===== config.mk =====
export PLATFORM = sky130hd
export DESIGN_NAME = tcc_control
export DESIGN_NICKNAME = d
export VERILOG_FILES = /design/src/hw/tcc_strap.v /design/src/hw/tcc_event.v /design/src/hw/tcc_control.v
export VERILOG_INCLUDE_DIRS = /design/src /design/src/hw
export SDC_FILE = /design/constraint.sdc
export NUM_CORES = 1
export LEC_CHECK = 0
export CAP_MARGIN = 10
export CORE_MARGIN = 10
export CORE_UTILIZATION = 55
export CTS_CLUSTER_DIAMETER = 200
export CTS_CLUSTER_SIZE = 12
export DETAILED_ROUTE_END_ITERATION = 8
export DONT_BUFFER_PORTS = 1
export MAX_ROUTING_LAYER = met4
export PLACE_DENSITY_LB_ADDON = 0.08
export SLEW_MARGIN = 0
export SYNTH_ARGS = -nofsm -noshare
export SYNTH_HDL_FRONTEND = slang
export SYNTH_HIERARCHICAL = 1
export SYNTH_SLANG_ARGS = --single-unit
export TNS_END_PERCENT = 100

===== constraint.sdc =====
create_clock -name clk -period 1.8 [get_ports clk]
set_input_delay 0.18 -clock clk [delete_from_list [all_inputs] [get_ports clk]]
set_output_delay 0.18 -clock clk [all_outputs]
set_load 0.02 [all_outputs]

===== src/hw/tcc_regs.vh =====
`ifndef TCC_REGS_VH
`define TCC_REGS_VH
// Register offsets
`define TCC_ADDR_IDENTITY 8'h01
`define TCC_ADDR_CONTROL 8'h02
`define TCC_ADDR_EVENT 8'h03
`define TCC_ADDR_CC_STATUS 8'h04
`define TCC_ADDR_CONDET_CFG 8'h09
`define TCC_ADDR_VCONN 8'h0A
// Identity fields, values arbitrary
`define TCC_DEV_VERSION 5'h02
`define TCC_VENDOR 3'h5
// Control fields
`define TCC_CTL_MASK 0
`define TCC_CTL_ROLE_LO 1
`define TCC_CTL_ROLE_HI 2
`define TCC_CTL_RP_LO 3
`define TCC_CTL_RP_HI 4
`define TCC_RP_DEFAULT 2'h0
`define TCC_RP_MEDIUM 2'h1
`define TCC_RP_HIGH 2'h2
`define TCC_ROLE_UFP 2'h0
`define TCC_ROLE_DFP 2'h1
`define TCC_ROLE_DRP 2'h2
// Event status bits
`define TCC_EV_ATTACH 0
`define TCC_EV_DETACH 1
// Detected host current codes
`define TCC_HC_STANDBY 2'h0
`define TCC_HC_DEFAULT 2'h1
`define TCC_HC_MEDIUM 2'h2
`define TCC_HC_HIGH 2'h3
// Connect-detect config reset
`define TCC_CONDET_DIS_RESET 1'b1
// Strap latch interval
`define TCC_LATCH_TIME_NS 1000
`define TCC_CLK_PERIOD_NS 4
`define TCC_LATCH_CYCLES \
    ((`TCC_LATCH_TIME_NS + `TCC_CLK_PERIOD_NS - 1) / `TCC_CLK_PERIOD_NS)
`endif


===== src/hw/tcc_strap.v =====
`timescale 1ns/100ps
`include "tcc_regs.vh"
module tcc_strap
(
    input wire clk,
    input wire reset_n,
    input wire adr_pulled,
    input wire [1:0] role_pin,
    output reg latched,
    output reg i2c_mode,
    output reg [1:0] role_strap
);
    localparam integer LATCH_CYCLES = `TCC_LATCH_CYCLES;
    localparam [9:0] LATCH_LAST = LATCH_CYCLES[9:0] - 10'h001;
    reg [9:0] count;
    // Straps caught by clocked logic until the latch interval ends
    always @(posedge clk or negedge reset_n)
    begin
        if (!reset_n)
        begin
            count <= 10'h000;
            latched <= 1'b0;
            i2c_mode <= 1'b0;
            role_strap <= 2'h0;
        end
        else if (!latched)
        begin
            i2c_mode <= adr_pulled;
            role_strap <= role_pin;
            if (count == LATCH_LAST)
                latched <= 1'b1;
            else
                count <= count + 10'h001;
        end
    end
endmodule


===== src/hw/tcc_event.v =====
`timescale 1ns/100ps
`include "tcc_regs.vh"
module tcc_event
(
    input wire clk,
    input wire reset_n,
    input wire set_pulse,
    input wire clear_pulse,
    output reg flag
);
    // Set beats clear in the same cycle
    always @(posedge clk or negedge reset_n)
    begin
        if (!reset_n)
            flag <= 1'b0;
        else if (set_pulse)
            flag <= 1'b1;
        else if (clear_pulse)
            flag <= 1'b0;
    end
endmodule


===== src/hw/tcc_control.v =====
// Operation
// - In UFP role, capture host pull-up current into readable status.
// - In pin mode, current indicators show detected host current.
// - Address strap is input at power-up, then connect-detect output.
// - Connect-detect output disabled after reset via config bit0, which resets to one.
// - Attach or detach in any role pulses connect-detect if enabled.
// - Signalled attach and detach events also recorded in status.
// - Report VCONN line in two bits and raise interrupt.
// - Strap sensed pulled selects I2C mode, floating selects pin mode.
// - In I2C mode the three indicator outputs are not driven.
// - In I2C mode role pin sampled once at power-up.
// - In pin mode role follows role pin until the control register is written.
// - In pin mode third indicator signals audio accessory detected.
// - Configuration pins sampled at power-up into register defaults.
// - Register writes override pin-set configuration.
// - Source current field: 00 default, 01 medium, 10 high.
// - Role field 00 UFP, 01 DFP, 10 DRP; resets to pin.
// - Mask bit resets zero; one masks attach and detach interrupts.
// - Status bit1 detach, bit0 attach; cleared on read.
// - Events and host current changes pull interrupt low.
// - Indicator pair: 00 high, 10 medium, 11 default.
`timescale 1ns/100ps
`include "tcc_regs.vh"
module tcc_control
(
    input wire clk,
    input wire reset_n,
    input wire adr_pulled,
    input wire [1:0] role_pin,
    input wire attach_event,
    input wire detach_event,
    input wire [1:0] host_current,
    input wire audio_detect,
    input wire [1:0] vconn_need,
    input wire [7:0] reg_addr,
    input wire reg_write,
    input wire reg_read,
    input wire [7:0] reg_wdata,
    output reg [7:0] reg_rdata,
    output wire i2c_mode,
    output wire strap_latched,
    output wire [1:0] active_role,
    output wire [1:0] source_current,
    output reg connect_detect_out,
    output wire connect_detect_oe,
    output wire current_ind_a,
    output wire current_ind_a_oe,
    output wire current_ind_b,
    output wire current_ind_b_oe,
    output wire audio_detect_out,
    output wire audio_detect_oe,
    output wire irq_n
);
    wire latched;
    wire mode_i2c;
    wire [1:0] role_strap;
    wire ev_attach;
    wire ev_detach;
    wire [1:0] ev_set;
    wire [1:0] ev_flag;
    reg [1:0] ctl_rp;
    reg [1:0] ctl_role;
    reg ctl_mask;
    reg role_written;
    reg condet_dis;
    reg [1:0] host_cur_stat;
    reg [1:0] vconn_stat;
    reg cur_change;
    reg vconn_change;
    reg [1:0] next_host_cur;
    wire rd_event;
    wire rd_vconn;
    wire wr_ctl;
    wire any_event;

    assign rd_event = reg_read && (reg_addr == `TCC_ADDR_EVENT);
    assign rd_vconn = reg_read && (reg_addr == `TCC_ADDR_VCONN);
    assign wr_ctl = reg_write && (reg_addr == `TCC_ADDR_CONTROL);
    assign any_event = attach_event || detach_event;

    tcc_strap tcc_strap_inst
    (
        .clk(clk),
        .reset_n(reset_n),
        .adr_pulled(adr_pulled),
        .role_pin(role_pin),
        .latched(latched),
        .i2c_mode(mode_i2c),
        .role_strap(role_strap)
    );

    // Event flags, one per status bit
    assign ev_set[`TCC_EV_ATTACH] = attach_event && latched;
    assign ev_set[`TCC_EV_DETACH] = detach_event && latched;

    genvar ev_idx;
    generate
        for (ev_idx = 0; ev_idx < 2; ev_idx = ev_idx + 1)
        begin : ev_bit
            tcc_event tcc_event_inst
            (
                .clk(clk),
                .reset_n(reset_n),
                .set_pulse(ev_set[ev_idx]),
                .clear_pulse(rd_event),
                .flag(ev_flag[ev_idx])
            );
        end
    endgenerate

    assign ev_attach = ev_flag[`TCC_EV_ATTACH];
    assign ev_detach = ev_flag[`TCC_EV_DETACH];

    assign i2c_mode = mode_i2c;
    assign strap_latched = latched;
    assign source_current = ctl_rp;

    // Active role: written value, else strap, else live pin in pin mode
    assign active_role = role_written ? ctl_role :
        (mode_i2c ? ctl_role : role_pin);

    // Detected host current, only while acting as UFP
    always @*
    begin
        next_host_cur = host_cur_stat;
        if (active_role == `TCC_ROLE_UFP)
            next_host_cur = host_current;
    end

    // Control and configuration registers
    always @(posedge clk or negedge reset_n)
    begin
        if (!reset_n)
        begin
            ctl_rp <= `TCC_RP_DEFAULT;
            ctl_role <= `TCC_ROLE_UFP;
            ctl_mask <= 1'b0;
            role_written <= 1'b0;
            condet_dis <= `TCC_CONDET_DIS_RESET;
        end
        else if (!latched)
        begin
            ctl_role <= role_strap;
        end
        else
        begin
            if (wr_ctl)
            begin
                ctl_rp <= reg_wdata[`TCC_CTL_RP_HI:`TCC_CTL_RP_LO];
                ctl_role <= reg_wdata[`TCC_CTL_ROLE_HI:`TCC_CTL_ROLE_LO];
                role_written <= 1'b1;
                ctl_mask <= reg_wdata[`TCC_CTL_MASK];
            end
            else if (!mode_i2c && !role_written)
            begin
                ctl_role <= role_pin;
            end
            if (reg_write && (reg_addr == `TCC_ADDR_CONDET_CFG))
                condet_dis <= reg_wdata[0];
        end
    end

    // Status capture and change flags, set wins over read clear
    always @(posedge clk or negedge reset_n)
    begin
        if (!reset_n)
        begin
            host_cur_stat <= `TCC_HC_STANDBY;
            vconn_stat <= 2'h0;
            cur_change <= 1'b0;
            vconn_change <= 1'b0;
        end
        else if (latched)
        begin
            host_cur_stat <= next_host_cur;
            vconn_stat <= vconn_need;
            if (next_host_cur != host_cur_stat)
                cur_change <= 1'b1;
            else if (reg_read && reg_addr == `TCC_ADDR_CC_STATUS)
                cur_change <= 1'b0;
            if (vconn_need != vconn_stat)
                vconn_change <= 1'b1;
            else if (rd_vconn)
                vconn_change <= 1'b0;
        end
    end

    // Connect-detect pulse, pin is strap input until latched
    always @(posedge clk or negedge reset_n)
    begin
        if (!reset_n)
            connect_detect_out <= 1'b0;
        else
            connect_detect_out <= latched && !condet_dis && any_event;
    end
    assign connect_detect_oe = latched && !condet_dis;

    // Indicator outputs, open drain: drive low only in pin mode
    wire ind_en;
    assign ind_en = latched && !mode_i2c;
    assign current_ind_a = 1'b0;
    assign current_ind_b = 1'b0;
    assign audio_detect_out = 1'b0;
    // Pair b,a: high 00, medium 10, default 11
    assign current_ind_a_oe = ind_en &&
        ((host_cur_stat == `TCC_HC_HIGH) ||
        (host_cur_stat == `TCC_HC_MEDIUM));
    assign current_ind_b_oe = ind_en &&
        (host_cur_stat == `TCC_HC_HIGH);
    assign audio_detect_oe = ind_en && audio_detect;

    // Interrupt: low while any unmasked cause pending
    assign irq_n = !(((ev_attach || ev_detach) && !ctl_mask) ||
        cur_change || vconn_change);

    // Read data
    always @*
    begin
        case (reg_addr)
            `TCC_ADDR_IDENTITY:
                reg_rdata = {`TCC_DEV_VERSION, `TCC_VENDOR};
            `TCC_ADDR_CONTROL:
                reg_rdata = {3'h0, ctl_rp, active_role, ctl_mask};
            `TCC_ADDR_EVENT:
                reg_rdata = {6'h00, ev_detach, ev_attach};
            `TCC_ADDR_CC_STATUS:
                reg_rdata = {1'b0, host_cur_stat, 5'h00};
            `TCC_ADDR_CONDET_CFG:
                reg_rdata = {7'h00, condet_dis};
            `TCC_ADDR_VCONN:
                reg_rdata = {6'h00, vconn_stat};
            default:
                reg_rdata = 8'h00;
        endcase
    end
endmodule


# ---- Word-level counts from Yosys, hierarchy flattened
# Index checks and enable logic that the tools add are counted.
dict set report word_totals {
  register_bits 30
  latchBits 0
  ram_bits 0
  mem_bits_ro 0
  input_bits 30
  out_inout_bits 23
  n_memories 0
}
dict set report classes {
  add_sub_neg 1
  mul 0
  div 0
  magnitude_cmp 0
  eq_ne 12
  shift 0
  mux 16
  bitwise 2
  n_reduce_logical 35
}
# op count
set op_table {}
lappend op_table {{$pmux W7 S6} 1}
lappend op_table {{$eq A8 B2 Y1 const B} 2}
lappend op_table {{$eq A8 B4 Y1 const B} 2}
lappend op_table {{$logic_and A1 B1 Y1} 15}
lappend op_table {{$mux W2} 6}
lappend op_table {{$add A10 B1 Y10 const B} 1}
lappend op_table {{$eq A10 B8 Y1 const B} 1}
lappend op_table {{$reduce_and A2 Y1} 5}
lappend op_table {{$mux W1} 9}
lappend op_table {{$eq A8 B1 Y1 const B} 1}
lappend op_table {{$eq A8 B3 Y1 const B} 1}
lappend op_table {{$reduce_bool A2 Y1} 4}
lappend op_table {{$logic_not A1 Y1} 5}
lappend op_table {{$logic_or A1 B1 Y1} 5}
lappend op_table {{$eq A2 B2 Y1 const B} 2}
lappend op_table {{$ne A2 B2 Y1} 2}
lappend op_table {{$ne A3 B3 Y1 const B} 1}
lappend op_table {{$logic_not A2 Y1} 1}
lappend op_table {{$not A1 Y1} 2}

# ---- Longest topological paths before layout
# Gate-level depths: netlist of the first run.
dict set report depth {
  word_depth 7
  depth_mapped 6
  ltp_nobuf 5
}

# ---- Hierarchy
# Netlist of the first run, hierarchy kept.
# module instances cells_per_inst area_each_um2
set by_module_without_submodules {}
lappend by_module_without_submodules {tcc_control 1 106 999.7}
lappend by_module_without_submodules {tcc_strap 1 48 635.6}
lappend by_module_without_submodules {tcc_event 2 3 36.3}

# ---- Least setup slack after synthesis of the first run
# Ideal clock, no wire load.
dict set report synth_path {
  path_kind {register -> output}
  startpoint {register tcc_strap_inst.latched}
  endpoint {output current_ind_b_oe}
  arrival_ns 1.730
  t_required_ns 1.620
  path_slack_ns -0.110
  path_stages_with_launch 4
  n_path_buf 1
  cell_sequence {dfrtp_1 -> buf_2 -> nor3b_1 -> and2_1}
}
dict set report synth_between {
  elab_chain_len 2
}
# item line
set synth_rtl {}
lappend synth_rtl {{start, declared} tcc_strap.v:9} ;# output reg latched,
lappend synth_rtl {{start signal, assigned} tcc_strap.v:22} ;# latched <= 1'b0;
lappend synth_rtl {{start signal, assigned} tcc_strap.v:31} ;# latched <= 1'b1;
lappend synth_rtl {{$logic_and A1 B1 Y1} tcc_control.v:200} ;# assign ind_en = latched && !mode_i2c;
lappend synth_rtl {{$logic_and A1 B1 Y1} tcc_control.v:208} ;# assign current_ind_b_oe = ind_en &&
lappend synth_rtl {{end, declared} tcc_control.v:49} ;# output wire current_ind_b_oe,
# Every way passes these cells.

# ---- Worst setup path after layout of the first run
dict set report layout_path {
  startpoint {register role_written}
  endpoint {output reg_rdata[2]}
}
dict set report layout_between {
  elab_chain_len 2
}
# item line
set layout_rtl {}
lappend layout_rtl {{start, declared} tcc_control.v:64} ;# reg role_written;
lappend layout_rtl {{start signal, assigned} tcc_control.v:138} ;# role_written <= 1'b0;
lappend layout_rtl {{start signal, assigned} tcc_control.v:151} ;# role_written <= 1'b1;
lappend layout_rtl {{$mux W2} tcc_control.v:119} ;# assign active_role = role_written ? ctl_role :
lappend layout_rtl {{$pmux W7 S6} tcc_control.v:219} ;# case (reg_addr)
lappend layout_rtl {{end, declared} tcc_control.v:39} ;# output reg [7:0] reg_rdata,
# Every way passes these cells.

==> flow_summary.toml, run 1 <==
[yosys]
synth_edf_count = 0
avgSynthCellArea_um2 = 10.7
synth_flop_cell = "dfrtp_1"
synthArstFlopShare_pct = 100
ys_ff_latch = 30
ys_types = 48
syn_inst = 160
syn-cell-area_um2 = 1710
ys_warn_count = 6
seq_area_frac_synth_pct = 44.0

[clocking]
clkTransAtPathRegs_ns = 0.11
cts_max_level = 2
clock_latency_ns = 0.34
root_buffer = "clkbuf_4"
cts_tree = "yes"
clockBufferDepth = 2
numCtsBuffers = 5
clock-sinks = 30

[finish]
final_cell_mix = "26 x dfrtp_1, 17 x buf_4, 13 x nor2_1, 12 x dlygate4sd3_1"
syn2layout_area_growth_pct = 22.4
post-route-util_pct = 69.6
n_antenna_cell = 0
fill_cells = 239
final_common_cell = "dfrtp_1"
finalNetCount = 224
final_area_um2 = 2090
drive_above_1_share_pct = 30.6

[timing]
setup_viol = 0
finalCritPeriodShare_pct = 98.1
holdWs_ns = 0.0406
max_freq_ghz = 0.567
rsz0062_at_grt = "true"
clock_skew_ns = 0.0197
finalHoldViolCount = 0
fin_ws_ns = 0.0350
post-route-min-period_ns = 1.76
slew_violations = 0

[critical_path]
r2r-start = "tcc_strap_inst/i2c_mode$_DFFE_PN0N_"
critPathRequiredTime_ns = 1.62
reg2reg_slack_ns = 0.26
ff2ff_path_depth = 4
crit_type = "reg -> out"
crit_arrival_ns = 1.58
r2r_end = "host_cur_stat[1]$_DFFE_PN0P_"
end_kind = "output pin"
path_max_fanout = 4
start_kind = "flip-flop"
cpPeakStageDelay_ns = 0.45
cpMaxStageDelayCell = "dfrtp_2"
path_cells = "nor2_4 -> mux2_4 -> a21oi_2 -> nor2_1 -> buf_4"
cp_top_family = "flip-flops"
cp_num_buf_inv = 1

[outcome]
status = "finished, final reports clean"

[floorplanning]
die_w_um = 75.7
io_pins = 53
rows = 20
die_h_um = 75.7
core_um2 = 3000
design.die.area_um2 = 5730
initial_core_util_pct = 56.9

[global_route]
grt_pass1_wl_um = 6930
antenna_found_initial = 0
grt_use_total_pct = 16.3
grt_max_degree = 31
grt-ovfl-total = 0
grt_pass1_vias = 1424

[hold_path]
hold_depth = 3
min_from = "reg_addr[3]"
min_path_type = "in -> reg"
worstHoldEndpoint = "vconn_change$_DFFE_PN0P_"

[detailed_routing]
first_pass_iters = 4
wirelength_um = 4120
vias = 1322
ant_nets = 0
routedWlPerCell_um = 18.2
drtIter0Drc = 69
routed_via_density = 5.85
drc = 0

[placed_design]
dp_slack_ns = 0.0750
placed_cell_area_um2 = 1820
hpwl_um = 3020
io_buffers = 0
globalplace.congestion = 0.886

[pwr]
power-per-cell-area_nw_per_um2 = 638
p_leak_uw = 0.000999
ir_drop_mv = 0.778

[flow_run]
cap_violations = 0
[what timing repair did]
action,CTS,global route
resized for setup,9,3
endpoints found under the hold margin,42,0
setup endpoints to repair,3,4
pin swaps,2,2
hold buffers,13,0
cloned,0,0
setup buffers,1,2
[worst register-to-register path, cell delays in order (launching register included)]
cell     delay (ns)
dfrtp_2        0.44
buf_4          0.16
nor4_1         0.30
o21a_1         0.21
mux2_2         0.33
[per-stage QoR]
| step | TNS [ns] | cells | total power, uW |
|---|---|---|---|
| after floorplan | 0 | 163 | 755 |
| after global placement | 0 | 202 | 760 |
| after detailed placement | 0 | 202 | 762 |
| after CTS | 0 | 224 | 1350 |
| after global routing | -0.0861 | 226 | 1390 |
| final | 0 | 226 | 1330 |
[cells in the mapped netlist, types with 4 or more instances]
cell type  instances  area share, %
buf_4              4            1.8
xnor2_1            4            2.1
nor3_1             6            1.8
dfrtp_1           29             42
o21ai_0            5            1.5
inv_1              7            1.5
nor2_1            14            3.1
xor2_1             8            4.1
nor2b_1            6            2.2
nand4_1            5            1.8
nand2_1            7            1.5
and2_1             6            2.2
mux2_2            10            6.6
[final cells by class]
type	instances	area, um^2	area share [%]
repair buffers	30	268	12.8
clock buffers	5	37.5	1.80
inverters	7	26.3	1.26
clock inverters	3	40.0	1.92
well taps	33	41.3	1.97
flip-flops and latches	30	756	36.1
multi-input cells	118	922	44.1
[registers in the layout, indices dropped and copies added (netlist names), 2 cells and up]
| name | flops |
|---|---|
| tcc_strap_inst/role_strap | 2 |
| ev_bit.tcc_event_inst/flag | 2 |
| vconn_stat | 2 |
| tcc_strap_inst/count | 10 |
| host_cur_stat | 2 |
| source_current | 2 |
| ctl_role | 2 |
[per-layer routing]
| layer | track usage [%] | routed length [um] | up-vias |
|---|---|---|---|
| li1 | - | - | 623 |
| met1 | 18.2 | 1680 | 645 |
| met2 | 26.2 | 2020 | 47 |
| met3 | 4.95 | 341 | 7 |
| met4 | 7.84 | 72 | 0 |
| met5 | - | 0 | - |
[report_power, final]
| part | internal, uW | leakage [uW] | switching (uW) |
|---|---|---|---|
| clock | 288 | 0.0000450 | 246 |
| combinational | 56.8 | 0.000569 | 58.8 |
| sequential | 679 | 0.000385 | 4.15 |
| total | 1020 | 0.000999 | 309 |
[kinds of logic (layout without fill, tap and decap cells)]
kind of cell               Yosys count  in the layout  share of synthesized area [%]
buffers and inverters               15             45                           4.76
xor gates and xnor gates            12             12                           6.15
DFF                                 30             30                           44.0
and+or+nand+nor                     63             63                           22.6
other                                1              4                          0.220
AOI/OAI and AO/OA                   23             23                           10.9
adders and majority gates            2              2                           1.46
muxes                               14             14                           9.82
[worst max-delay path by stage]
stage,cells after the start,from,to
floorplan,4,tcc_strap_inst/i2c_mode$_DFFE_PN0N_,reg_rdata[1]
global placement,5,reg_addr[5],reg_rdata[2]
detailed placement,5,reg_addr[5],reg_rdata[2]
CTS,5,role_written$_DFFE_PN0P_,reg_rdata[2]
global route,5,role_written$_DFFE_PN0P_,reg_rdata[2]
finish,5,role_written$_DFFE_PN0P_,reg_rdata[2]
(Power assumes the default switching activity.)
==> run 2, diff against run 1 <==
--- a/config.mk
+++ b/config.mk
@@ -8,7 +8,7 @@
 export LEC_CHECK = 0
 export CAP_MARGIN = 10
 export CORE_MARGIN = 10
-export CORE_UTILIZATION = 55
+export CORE_UTILIZATION = 45
 export CTS_CLUSTER_DIAMETER = 200
 export CTS_CLUSTER_SIZE = 12
 export DETAILED_ROUTE_END_ITERATION = 8
==> flow_summary.toml, run 2 (same netlist as run 1, synthesis figures left out) <==
[floorplanning]
design.die.area_um2 = 6660
die_h_um = 81.6
initial_core_util_pct = 46.7
die_w_um = 81.6
core_um2 = 3660
rows = 22
io_pins = 53

[finish]
final_common_cell = "dfrtp_1"
drive_above_1_share_pct = 30.0
finalNetCount = 211
fill_cells = 329
largest-register = "tcc_strap_inst/count"
largest_reg_flops = 10
syn2layout_area_growth_pct = 17.4
n_antenna_cell = 0
final_cell_mix = "27 x dfrtp_1, 15 x buf_4, 13 x nor2_1, 9 x mux2_2, 8 x xor2_1"
final_area_um2 = 2010
instances_no_fill = 228

[critical_path]
cpMaxStageDelayCell = "dfrtp_2"
critPathRequiredTime_ns = 1.62
end_kind = "output pin"
crit_type = "reg -> out"
cpPeakStageDelay_ns = 0.44
cp_top_family = "flip-flops"
path_cells = "nor2_4 -> mux2_2 -> a22oi_2 -> nand2_2"
cp_num_buf_inv = 0
crit_arrival_ns = 1.55
path_max_fanout = 4
ff2ff_path_depth = 4
start_kind = "flip-flop"
cp_num_cells = 4

[timing]
finalHoldViolCount = 0
tns_ns = 0
finalCritPeriodShare_pct = 96.1
slew_violations = 0
worstMarginPinSlew_ns = 0.501
max_freq_ghz = 0.578
setup_viol = 0
fin_ws_ns = 0.0695
clock_skew_ns = 0.00714
slew_headroom_pct = 66.6
post-route-min-period_ns = 1.73
rsz0062_at_grt = "true"

[detailed_routing]
routedWlPerCell_um = 17.3
drtIter0Drc = 84
ant_nets = 0
drc = 0
wirelength_um = 3950
routed_via_density = 5.57
vias = 1270
first_pass_iters = 4

[clocking]
clockBufferDepth = 2
cts_tree = "yes"
clkTransAtPathRegs_ns = 0.07
clock_latency_ns = 0.27
cts_max_level = 2
clock-sinks = 30
root_buffer = "clkbuf_8"
numCtsBuffers = 5

[placed_design]
io_buffers = 0
dp_cells = 216
hpwl_um = 3030
dp_slack_ns = 0.0642
placed_cell_area_um2 = 1830
globalplace.congestion = 0.816

[hold_path]
min_path_type = "in -> reg"
hold_depth = 2

[pwr]
clockPowerShare_pct = 45.8
power_frac_comb_pct = 6.5
p_int_uw = 1130
ir_drop_mv = 0.454
power_switching_uw = 311
power-per-cell-area_nw_per_um2 = 716
p_leak_uw = 0.000950
seqPwrFrac_pct = 47.7
switching_share_pct = 21.6

[global_route]
antenna_found_initial = 0
grt_max_degree = 31
grt-ovfl-total = 0
grt_use_total_pct = 13.0
grt_pass1_vias = 1328
grt_pass1_wl_um = 6540

[flow_run]
cap_violations = 0

[outcome]
status = "finished, final reports clean"
run 2: changes by cell type in the layout (fill, tap and decap cells not counted), sizes merged:
cell and delta:
buf -2, dlygate4sd3 -11
run 2: per-stage QoR:
stage                     util, %  hold slack [ns]  total power, uW
after floorplan                 -           -0.116              755
after global placement       49.9           -0.115              761
after detailed placement     49.9           -0.114              763
after CTS                    54.2           0.0371             1450
after global routing         54.8           0.0336             1510
final                        54.8           0.0426             1440
run 2: final cells by class:
type | count | area, um^2 | area share (%)
sequential | 30 | 754 | 37.6
clock buffer | 5 | 68.8 | 3.43
inverter | 7 | 26.3 | 1.31
multi-input combinational | 118 | 913 | 45.5
tap | 48 | 60.1 | 2.99
clock inverter | 3 | 40.0 | 2.00
timing repair buffer | 17 | 143 | 7.11
run 2: path summary, 6_finish.rpt:
path / end / start / slack [ns]
worst max-delay path: reg_rdata[1] / tcc_strap_inst/i2c_mode$_DFFE_PN0N_ / 0.07
max in group asynchronous: condet_dis$_DFFE_PN1P_ / reset_n / 1.23
worst max register to register: host_cur_stat[1]$_DFFE_PN0P_ / tcc_strap_inst/i2c_mode$_DFFE_PN0N_ / 0.24
worst min-delay path: vconn_change$_DFFE_PN0P_ / reg_addr[2] / 0.04
worst min register to register: tcc_strap_inst/count[9]$_DFFE_PN0P_ / tcc_strap_inst/count[9]$_DFFE_PN0P_ / 0.49
min in group asynchronous: vconn_change$_DFFE_PN0P_ / reset_n / 0.34
run 2: power groups by stage:
stage | logic, uW | clock network [uW] | registers (uW)
2_1_floorplan | 57.4 | 0 | 698
4_1_cts | 88.9 | 678 | 685
5_1_grt | 103 | 719 | 685
3_3_place_gp | 63.9 | 0 | 697
6_report | 93.7 | 658 | 685
3_5_place_dp | 65.1 | 0 | 698
run 2: repair_timing:
item / in CTS / in global routing
hold buffers: 2 / 0
pin swaps: 2 / 0
gates resized for setup: 4 / 4
buffers inserted: 1 / 1
cloned: 0 / 0
endpoints found under the hold margin: 30 / 0
setup endpoints to repair: 2 / 2
run 2: worst register-to-register path, stage by stage (launching register included):
cell and delay [ns]:
dfrtp_2 0.44, buf_4 0.16, nor4_1 0.31, o21a_1 0.21, mux2_2 0.34
run 2: routing by layer:
metal | GRT usage, % | wire (um) | up-vias | part of all wire (%)
met1 | 15.7 | 1740 | 620 | 44
met5 | - | 0 | - | 0
met2 | 18.9 | 1790 | 46 | 45
met3 | 5.90 | 373 | 5 | 9.5
li1 | - | - | 599 | -
met4 | 4.59 | 39 | 0 | 0.99
==> run 3, diff against run 2 <==
==> constraint.sdc (replaced) <==
create_clock -name clk -period 1.8 [get_ports clk]
set_input_delay 0.36 -clock clk [delete_from_list [all_inputs] [get_ports clk]]
set_output_delay 0.36 -clock clk [all_outputs]
set_load 0.02 [all_outputs]
==> flow_summary.toml, run 3 (same netlist as run 1, synthesis figures left out) <==
[hold_path]
hold_depth = 1
min_path_type = "in -> reg"

[detailed_routing]
routed_via_density = 5.54
ant_nets = 0
drtIter0Drc = 85
first_pass_iters = 4
vias = 1252
wirelength_um = 4070
routedWlPerCell_um = 18.0
drc = 0

[clocking]
cts_max_level = 2
clock-sinks = 30
clock_latency_ns = 0.28
clockBufferDepth = 2
root_buffer = "clkbuf_8"
cts_tree = "yes"
clkTransAtPathRegs_ns = 0.07
numCtsBuffers = 5

[placed_design]
hpwl_um = 3190
io_buffers = 0
globalplace.congestion = 0.840

[flow_run]
cap_violations = 0

[floorplanning]
io_pins = 53
die_w_um = 81.6
initial_core_util_pct = 46.7
core_um2 = 3660
rows = 22
design.die.area_um2 = 6660
die_h_um = 81.6

[finish]
fill_cells = 338
finalNetCount = 209
n_antenna_cell = 0
drive_above_1_share_pct = 32.6
final_cell_mix = "29 x dfrtp_1, 13 x buf_4, 11 x nor2_1, 8 x mux2_2, 8 x xor2_1"
multi_input_area_um2 = 976
largest-register = "tcc_strap_inst/count"
seq_area_um2 = 752
largest_reg_flops = 10
final_common_cell = "dfrtp_1"
syn2layout_area_growth_pct = 20.1

[timing]
max_freq_ghz = 0.533
finalHoldViolCount = 0
clock_skew_ns = 0.00412
tns_ns = -0.264
rsz0062_at_grt = "true"
finalCritPeriodShare_pct = 104
slew_violations = 0
holdWs_ns = 0.223
post-route-min-period_ns = 1.88
setup_viol = 4
fin_ws_ns = -0.0776

[pwr]
p_int_uw = 1130
power_switching_uw = 319
power-per-cell-area_nw_per_um2 = 706
p_leak_uw = 0.000963
power_frac_comb_pct = 6.9
clockPowerShare_pct = 45.9
ir_drop_mv = 0.620
switching_share_pct = 22.1
seqPwrFrac_pct = 47.3

[global_route]
grt_pass1_wl_um = 6650
grt-ovfl-total = 0
grt_pass1_vias = 1355
antenna_found_initial = 0
grt_max_degree = 31
grt_use_total_pct = 13.3

[critical_path]
critPathRequiredTime_ns = 1.44
path_max_fanout = 6
end_kind = "output pin"
start_kind = "input pin"
crit_type = "in -> out"
crit_arrival_ns = 1.52
ff2ff_path_depth = 4

[outcome]
violations = "setup timing"
status = "finished with violations"
## run 3: cell types whose count changed in the layout (fill, tap and decap cells not counted), sizes merged
| cell | delta |
|---|---|
| buf | -2 |
## run 3: critical path, stage by stage
cell and delay [ns]:
or4_4 0.59, nor4_4 0.32, a22oi_2 0.10, nand2_2 0.15
## run 3: cell type report
cell class / instances / share of cell area, %
Clock buffer: 5 / 3.36
Clock inverter: 3 / 1.95
Inverter: 7 / 1.28
Multi-Input combinational cell: 118 / 47.6
Sequential cell: 30 / 36.7
Tap cell: 48 / 2.93
Timing Repair Buffer: 15 / 6.22
## run 3: repair_timing
item                                    in CTS  in global routing
endpoints found under the setup margin       6                  6
buffers inserted                             1                  0
hold buffers                                 2                  0
gates resized for setup                      6                  2
pin swaps                                    3                  2
hold endpoints to repair                    30                  0
## run 3: final timing paths
path                       slack, ns                                start                                  endpoint
max                            -0.08                          reg_addr[5]                              reg_rdata[1]
min                             0.22                         reg_wdata[3]             source_current[0]$_DFFE_PN0P_
max in group asynchronous       1.05                              reset_n                    condet_dis$_DFFE_PN1P_
min in group asynchronous       0.51                              reset_n  tcc_strap_inst/role_strap[0]$_DFFE_PN0N_
max reg2reg                     0.17  tcc_strap_inst/i2c_mode$_DFFE_PN0N_              host_cur_stat[0]$_DFFE_PN0P_
min reg2reg                     0.49  tcc_strap_inst/count[7]$_DFFE_PN0P_       tcc_strap_inst/count[7]$_DFFE_PN0P_
## run 3: routing by layer
| metal | up-vias | global-route usage, % | wire [um] |
|---|---|---|---|
| li1 | 595 | - | - |
| met1 | 611 | 14.6 | 1620 |
| met2 | 39 | 21.6 | 2030 |
| met3 | 7 | 5.24 | 373 |
| met4 | 0 | 4.59 | 48 |
| met5 | - | - | 0 |
## run 3: metrics by stage
step                      util, %  total power [uW]  area (um^2)  instances  setup WS (ns)
final                        56.0              1450         2050        226        -0.0776
after global routing         56.0              1510         2050        226         -0.138
after CTS                    55.7              1470         2040        226        -0.0803
after detailed placement     51.0               766         1870        215         -0.117
after global placement       51.0               766         1870        215        -0.0958
after floorplan                 -               761         1780        163        -0.0948
## run 3: power groups by stage
stage	sequential [uW]	combinational, uW	clock [uW]
6_report	684	99.3	664
4_1_cts	684	97.1	684
3_3_place_gp	696	69.8	0
3_5_place_dp	696	70.5	0
2_1_floorplan	698	62.9	0
5_1_grt	684	109	722
